### config.mk
export PLATFORM = sky130hd
export DESIGN_NAME = sram_ctl
export DESIGN_NICKNAME = d
export VERILOG_FILES = /design/src/sram_ctl_pkg.sv /design/src/sram_ctl.sv
export SDC_FILE = /design/constraint.sdc
export NUM_CORES = 1
export LEC_CHECK = 0
export BUFFER_PORTS_ARGS = -buffer_cell sky130_fd_sc_hd__buf_4
export CAP_MARGIN = 5
export CORE_MARGIN = 3
export CORE_UTILIZATION = 53
export CTS_CLUSTER_SIZE = 24
export DETAILED_ROUTE_END_ITERATION = 8
export GPL_TIMING_DRIVEN = 1
export PLACE_DENSITY = 0.89
export SETUP_SLACK_MARGIN = 0.2
export SYNTH_ARGS = -nofsm -noshare
export SYNTH_HDL_FRONTEND = slang
export SYNTH_SLANG_ARGS = --single-unit
### constraint.sdc
create_clock -name SYS_CLK_I -period 3.9 [get_ports SYS_CLK_I]
set_clock_uncertainty 0.1 [all_clocks]
set_input_delay 0.39 -clock SYS_CLK_I [delete_from_list [all_inputs] [get_ports SYS_CLK_I]]
set_output_delay 0.39 -clock SYS_CLK_I [all_outputs]
set_load 0.03 [all_outputs]
### src/sram_ctl_pkg.sv
// Purpose: Shared constants and carriers for the static memory controller
// Assumes: 250 MHz system clock, memory of 512K words by 32 bits
// Notes:   Times kept in their own unit, cycle counts derived here
package sram_ctl_pkg;

	localparam int ADDR_W   = 19;
	localparam int DATA_W   = 32;
	localparam int LANES    = 4;
	localparam int CLK_MHZ  = 250;

	// Power-up wait, retention recovery and write timing
	localparam int POWER_UP_US        = 1000;
	localparam int RETENTION_RECOV_US = 100;
	localparam int WRITE_LOW_TO_FLOAT_PS  = 5000;
	localparam int WRITE_DATA_SETUP_PS    = 5500;
	localparam int CYCLE_PS           = 1000000 / CLK_MHZ;
	localparam int POWER_UP_CYC       = POWER_UP_US * CLK_MHZ;
	localparam int RETENTION_CYC      = RETENTION_RECOV_US * CLK_MHZ;
	// Write pulse rounds up, at least one cycle
	localparam int WRITE_PULSE_CYC    =
		(WRITE_LOW_TO_FLOAT_PS + WRITE_DATA_SETUP_PS + CYCLE_PS - 1) / CYCLE_PS;
	// Read strobe covers 10 ns access, rounded up
	localparam int READ_ACCESS_PS     = 10000;
	localparam int READ_CYC           = (READ_ACCESS_PS + CYCLE_PS - 1) / CYCLE_PS;

	localparam int WAIT_W = 20;
	localparam int STEP_W = 4;

	// Request from the user side
	typedef struct packed {
		logic                  write;
		logic [ADDR_W-1:0]     addr;
		logic [DATA_W-1:0]     wdata;
		logic [LANES-1:0]      lane_en;
	} mem_req_t;

	// Pins toward the memory
	typedef struct packed {
		logic                  chip_select_n_first;
		logic                  chip_select_n_second;
		logic                  chip_select_n_third;
		logic                  out_en_n;
		logic                  write_en_n;
		logic [LANES-1:0]      byte_en_n;
		logic [ADDR_W-1:0]     addr;
		logic [DATA_W-1:0]     data_pins_out;
		logic [DATA_W-1:0]     data_pins_oe;
	} mem_pins_t;

endpackage : sram_ctl_pkg
### src/sram_ctl.sv
// Purpose: Host-side controller driving an asynchronous 32-bit static memory
// Assumes: Inputs synchronous to SYS_CLK_I; RESET_I marks supply just valid
// Notes:   One access at a time; strobes timed by counters, not pins
//          Retention exit aborts any access in flight, with no answer
`timescale 1ns/1ns

// Notes on behaviour
// - Write ends at strobe end, data held
// - Wait power-up interval before first access
// - Power-up interval at least one millisecond
// - Write pulse covers float plus setup
// - Retention recovery waits one hundred microseconds
// - Address valid before selects go low
module sram_ctl
	import sram_ctl_pkg::*;
#(
	parameter int POWER_UP_CYCLES  = sram_ctl_pkg::POWER_UP_CYC,
	parameter int RETENTION_CYCLES = sram_ctl_pkg::RETENTION_CYC
) (
	// Clock and reset
	input  wire logic                          SYS_CLK_I,
	input  wire logic                          RESET_I,
	// User request side
	input  wire logic                          REQ_VALID_I,
	input  wire sram_ctl_pkg::mem_req_t        REQ_I,
	output logic                               REQ_READY_O,
	output logic                               RD_VALID_O,
	output logic [sram_ctl_pkg::DATA_W-1:0]    RD_DATA_O,
	// Supply state: retention ended, restart recovery wait
	input  wire logic                          RETENTION_EXIT_I,
	output logic                               MEM_READY_O,
	// Memory pins
	output sram_ctl_pkg::mem_pins_t            MEM_O,
	input  wire logic [sram_ctl_pkg::DATA_W-1:0] DATA_PINS_I
);
	import sram_ctl_pkg::*;

	// Elaboration checks: the wait counter must hold every load value
	if (POWER_UP_CYCLES < 1 || POWER_UP_CYCLES >= (1 << WAIT_W)) begin : g_bad_power_up
		$error("POWER_UP_CYCLES out of range");
	end
	if (RETENTION_CYCLES < 1 || RETENTION_CYCLES >= (1 << WAIT_W)) begin : g_bad_retention
		$error("RETENTION_CYCLES out of range");
	end
	// Strobe counts must fit the step counter as well
	if (WRITE_PULSE_CYC < 1 || WRITE_PULSE_CYC > (1 << STEP_W)) begin : g_bad_write_pulse
		$error("WRITE_PULSE_CYC does not fit the step counter");
	end
	if (READ_CYC < 1 || READ_CYC > (1 << STEP_W)) begin : g_bad_read_strobe
		$error("READ_CYC does not fit the step counter");
	end
	// Byte lanes are eight bits wide
	if (DATA_W != 8 * LANES) begin : g_bad_lanes
		$error("DATA_W must be eight bits per lane");
	end

	// Sequencer phases
	typedef enum logic [2:0] {
		ST_POWER,
		ST_IDLE,
		ST_RD_ADDR,
		ST_RD_STROBE,
		ST_WR_ADDR,
		ST_WR_STROBE,
		ST_WR_HOLD
	} phase_t;

	// Whole state of the controller in one register
	typedef struct packed {
		phase_t                phase;
		logic [WAIT_W-1:0]     wait_cnt;
		logic [STEP_W-1:0]     step;
		mem_req_t              req;
		logic                  sel;
		logic                  oe;
		logic                  we;
		logic                  drive;
		logic                  rd_valid;
		logic [DATA_W-1:0]     rd_data;
	} state_t;

	// Registered state and its next value
	state_t st_ff;
	state_t nxt_st;

	// Counter loads; counts run down to zero, so each is one less than its span
	localparam logic [WAIT_W-1:0] PU_LOAD  = WAIT_W'(POWER_UP_CYCLES - 1);
	localparam logic [WAIT_W-1:0] RET_LOAD = WAIT_W'(RETENTION_CYCLES - 1);
	localparam logic [STEP_W-1:0] WR_LOAD  = STEP_W'(WRITE_PULSE_CYC - 1);
	localparam logic [STEP_W-1:0] RD_LOAD  = STEP_W'(READ_CYC - 1);

	// Handshake and strobe decode shared by the sequencer
	logic take_req;
	logic step_done;
	assign take_req  = REQ_VALID_I && REQ_READY_O;
	assign step_done = (st_ff.step == '0);

	// Read:  take, address cycle, READ_CYC strobe cycles, data caught on the last edge
	// Write: take, address cycle, WRITE_PULSE_CYC strobe cycles, one data hold cycle
	// Strobe counts are minimums for this clock; a faster clock must recount them
	// Sequencer: one access at a time, address always set a cycle ahead
	always_comb begin
		nxt_st          = st_ff;
		nxt_st.rd_valid = 1'b0;
		case (st_ff.phase)
			ST_POWER: begin
				// No access until the supply wait has run out
				if (st_ff.wait_cnt == '0)
					nxt_st.phase = ST_IDLE;
				else
					nxt_st.wait_cnt = st_ff.wait_cnt - 1'b1;
			end
			ST_IDLE: begin
				// Requests outside idle are refused, one access in flight
				if (take_req) begin
					nxt_st.req   = REQ_I;
					nxt_st.phase = REQ_I.write ? ST_WR_ADDR : ST_RD_ADDR;
				end
			end
			ST_RD_ADDR: begin
				// Address already stable, now select and enable outputs
				nxt_st.sel   = 1'b1;
				nxt_st.oe    = 1'b1;
				nxt_st.step  = RD_LOAD;
				nxt_st.phase = ST_RD_STROBE;
			end
			ST_RD_STROBE: begin
				if (step_done) begin
					// Capture only enabled lanes, others read as zero
					for (int i = 0; i < LANES; i++)
						nxt_st.rd_data[8*i +: 8] = st_ff.req.lane_en[i] ? DATA_PINS_I[8*i +: 8] : 8'h00;
					nxt_st.rd_valid = 1'b1;
					nxt_st.sel      = 1'b0;
					nxt_st.oe       = 1'b0;
					nxt_st.phase    = ST_IDLE;
				end else begin
					// Access time still running
					nxt_st.step = st_ff.step - 1'b1;
				end
			end
			ST_WR_ADDR: begin
				// Output enable stays high so memory never fights us
				nxt_st.sel   = 1'b1;
				nxt_st.we    = 1'b1;
				// Data on the pins from the first strobe cycle on
				nxt_st.drive = 1'b1;
				nxt_st.step  = WR_LOAD;
				nxt_st.phase = ST_WR_STROBE;
			end
			ST_WR_STROBE: begin
				// Write enable stays low until the count runs out
				if (step_done) begin
					// Select and write end together; memory keeps pins floating
					nxt_st.we    = 1'b0;
					nxt_st.sel   = 1'b0;
					nxt_st.phase = ST_WR_HOLD;
				end else begin
					nxt_st.step = st_ff.step - 1'b1;
				end
			end
			ST_WR_HOLD: begin
				// Data held one cycle past the write end for hold margin
				nxt_st.drive = 1'b0;
				nxt_st.phase = ST_IDLE;
			end
			default: begin
				// Unused codes fall back to idle
				nxt_st.phase = ST_IDLE;
			end
		endcase

		// Leaving retention restarts the recovery wait, aborting strobes
		if (RETENTION_EXIT_I) begin
			nxt_st.phase    = ST_POWER;
			nxt_st.wait_cnt = RET_LOAD;
			nxt_st.sel      = 1'b0;
			nxt_st.oe       = 1'b0;
			nxt_st.we       = 1'b0;
			nxt_st.drive    = 1'b0;
			// An aborted read gives no answer and keeps the last data
			nxt_st.rd_valid = 1'b0;
			nxt_st.rd_data  = st_ff.rd_data;
		end
	end

	// State register; reset starts the power-up wait
	always_ff @(posedge SYS_CLK_I) begin
		if (RESET_I) begin
			// Strobes off and pins released while reset holds
			st_ff          <= '0;
			st_ff.phase    <= ST_POWER;
			st_ff.wait_cnt <= PU_LOAD;
		end else begin
			st_ff <= nxt_st;
		end
	end

	// Pin drive; all three selects move together
	always_comb begin
		// Strobes are inversions of registered bits, so they never glitch
		MEM_O.chip_select_n_first  = ~st_ff.sel;
		MEM_O.chip_select_n_second = ~st_ff.sel;
		MEM_O.chip_select_n_third  = ~st_ff.sel;
		MEM_O.out_en_n             = ~st_ff.oe;
		MEM_O.write_en_n           = ~st_ff.we;
		// Lanes enabled only while selected
		MEM_O.byte_en_n            = st_ff.sel ? ~st_ff.req.lane_en : '1;
		// Address and write data keep the last request between accesses
		MEM_O.addr                 = st_ff.req.addr;
		MEM_O.data_pins_out        = st_ff.req.wdata;
		MEM_O.data_pins_oe         = {DATA_W{st_ff.drive}};
	end

	// Handshake outputs; ready drops at once when the supply leaves retention
	assign REQ_READY_O = (st_ff.phase == ST_IDLE) && !RETENTION_EXIT_I;
	assign MEM_READY_O = (st_ff.phase != ST_POWER);
	// Read answer straight from flip-flops
	assign RD_VALID_O  = st_ff.rd_valid;
	assign RD_DATA_O   = st_ff.rd_data;

endmodule : sram_ctl

==> results.json <==
{
  "status": "complete, no violations",
  "fin_crit_sh": 0.663,
  "port_buffers": 218,
  "leakagePower_uw": 0.00296,
  "synthTopCellsByArea": "dfxtp_1, buf_4, nand2_1",
  "clk_pin_slew_ns": 0.06,
  "fmax_mhz": 387,
  "drive_gt1_frac": 0.316,
  "critPathKind": "register to register",
  "num_rows": 37,
  "grt.met2_usage": 0.368,
  "grt_pass1_wl_mm": 21.9,
  "instances_no_fill": 967,
  "netlist_instances": 731,
  "ant_nets": 0,
  "ys.flop_type": "dfxtp_1",
  "cts_root_buf": "clkbuf_8",
  "period_needed_ns": 2.58,
  "drc": 0,
  "worst_slew_pin_slew_ns": 1.14,
  "place_inst": 926,
  "critical_path_arrival_ns": 2.91,
  "ys_warn_count": 0,
  "cts_made_buffers": 17,
  "die_area_sq_um": 12100,
  "grt.overflow.total": 0,
  "synth_cell_types": 49,
  "cts_buffer_depth": 2,
  "met1_usage": 0.277,
  "hpwl_mm": 9.56,
  "syn_area_per_cell_sq_um": 7.81,
  "die_w_microns": 110,
  "wl_mm": 14.4,
  "fp.dieH_microns": 110,
  "layout.nets": 913,
  "grt_pass1_vias": 4457,
  "startpoint_type": "register",
  "gr-usage-met3": 0.0834,
  "grt_start_max_net_pins": 61,
  "top_usage_layer": "met2",
  "async_flop_share": 0,
  "synth_top_area_frac": 0.417,
  "synth_area_sq_um": 5710,
  "n_antenna_cell": 0,
  "power.density_nw_per_um2": 428,
  "ios": 219,
  "synth_area_leader_cell": "dfxtp_1",
  "synth_edf_count": 0,
  "slew_viol_final": 0,
  "syn_to_final_growth_pct": 26.9,
  "grt_usage": 0.230,
  "finalPower_uw": 3100,
  "peakVddDrop_v": 0.000330,
  "drt_iter0_drc": 415,
  "htreeDepth": 4,
  "cts_tree": "done",
  "postCtsResizedCells": 0,
  "worstHoldPathType": "input pin to register",
  "coreArea_sq_um": 10400,
  "rsz0062_at_grt": "no",
  "cts_sinks": 119,
  "tns_ns": 0,
  "dr.pass1.iters": 6,
  "wl_per_cell_microns": 14.8,
  "crit_fanout": 32,
  "ys_ff_latch": 119,
  "hold_buffers": 9,
  "setup_violations": 0,
  "end_kind": "register",
  "antenna_found_initial": 0,
  "max_slew_margin": 0.240,
  "critPathRequiredTime_ns": 4.22,
  "ys_seq_area_frac": 0.417,
  "gp_congestion": 0.909,
  "vias": 5113,
  "worstSkewPairLatency_ns": 0.51,
  "r2r_slack_ns": 1.32,
  "finalHoldViolations": 0,
  "cts_setup_buffers": 0,
  "synthesis.nets": 826,
  "initial_utilization": 0.548,
  "viasPerCell": 5.29,
  "cap_violations": 0
}
[per-layer routing]
| metal | share of wire | up-vias |
|---|---|---|
| met2 | 0.48 | 251 |
| met4 | 0.016 | 0 |
| met1 | 0.39 | 2314 |
| met3 | 0.11 | 25 |
| li1 | - | 2523 |
| met5 | 0 | - |
[where the power goes]
part           switching [uW]  internal (uW)
Clock                     573           1170
Sequential               8.82           1220
Combinational            53.0           77.0
Total                     634           2460
[layout by cell type, fill, tap and decap left out, drive strengths merged, types with 2 or more instances in the layout]
cell type / instances
o41ai: 2
and3: 2
o31ai: 4
mux2i: 7
dfxtp: 119
nor4b: 2
or4: 5
dlygate4sd3: 9
or3: 13
a31oi: 4
nand2: 158
o21ai: 10
clkinv: 3
nand2b: 4
or2: 3
bufinv: 5
and4: 2
nand4b: 2
o311ai: 4
a21oi: 107
buf: 222
nor3: 11
nor3b: 2
nand3: 41
ha: 3
nor2: 21
and2: 4
a211oi: 3
nor2b: 4
clkbuf: 20
nor4: 6
inv: 16
[cells by family (layout without fill, tap and decap cells)]
logic type | after synthesis | in the layout | share of synthesized area
AOI/OAI and AO/OA | 143 | 143 | 0.140
xor gates and xnor gates | 1 | 1 | 0.00153
adders and majority gates | 3 | 3 | 0.00657
buffers and inverters | 175 | 275 | 0.193
DFF | 119 | 119 | 0.417
muxes | 7 | 7 | 0.0123
and+or+nand+nor | 283 | 283 | 0.229
[critical path, cell delays in order (launching register included)]
cell and delay (ns):
dfxtp_1 0.33, inv_1 0.06, ha_1 0.20, nor3b_1 0.24, buf_4 0.21, and3_1 0.93
nand3_1 0.19, a21oi_1 0.24
[metrics by stage]
step	hold slack (ns)	area (sq um)	util	setup WS, ns
6_report	0.0285	7250	0.696	1.32
3_3_place_gp	0.339	6490	0.623	1.49
5_1_grt	0.0136	7250	0.696	1.02
3_5_place_dp	0.344	6490	0.623	1.36
4_1_cts	0.000270	7250	0.696	1.35
2_1_floorplan	0.332	5710	-	1.11
[state kept, by name, indices dropped and copies added (netlist names)]
signal      flops
MEM_O          52
st_ff          34
RD_DATA_O      32
RD_VALID_O      1
[area by class of cell]
type	count	area [sq um]
multi-input combinational	437	2230
sequential	119	2380
clock buffer	20	455
clock inverter	12	211
tap	136	170
timing repair buffer	231	1760
inverter	12	45.0
fill	809	3170
[synth_stat cells (all sizes together), types with 4 or more instances]
master,instances
a21oi,107
o21ai,10
or4,5
nand2b,4
o311ai,4
and2,4
nand3,41
clkbuf,37
or3,13
nor2,21
dfxtp,119
buf,126
mux2i,7
nor3,11
nor2b,4
nor4,6
o31ai,4
a31oi,4
inv,12
nand2,158
[final timing paths]
path           startpoint  cells past startpoint             to
min             REQ_I[11]                      3      MEM_O[39]
max reg2reg     st_ff[93]                      7  RD_DATA_O[16]
min reg2reg  RD_DATA_O[1]                      2   RD_DATA_O[1]
max             st_ff[93]                      7  RD_DATA_O[16]
(Power assumes the default switching activity.)
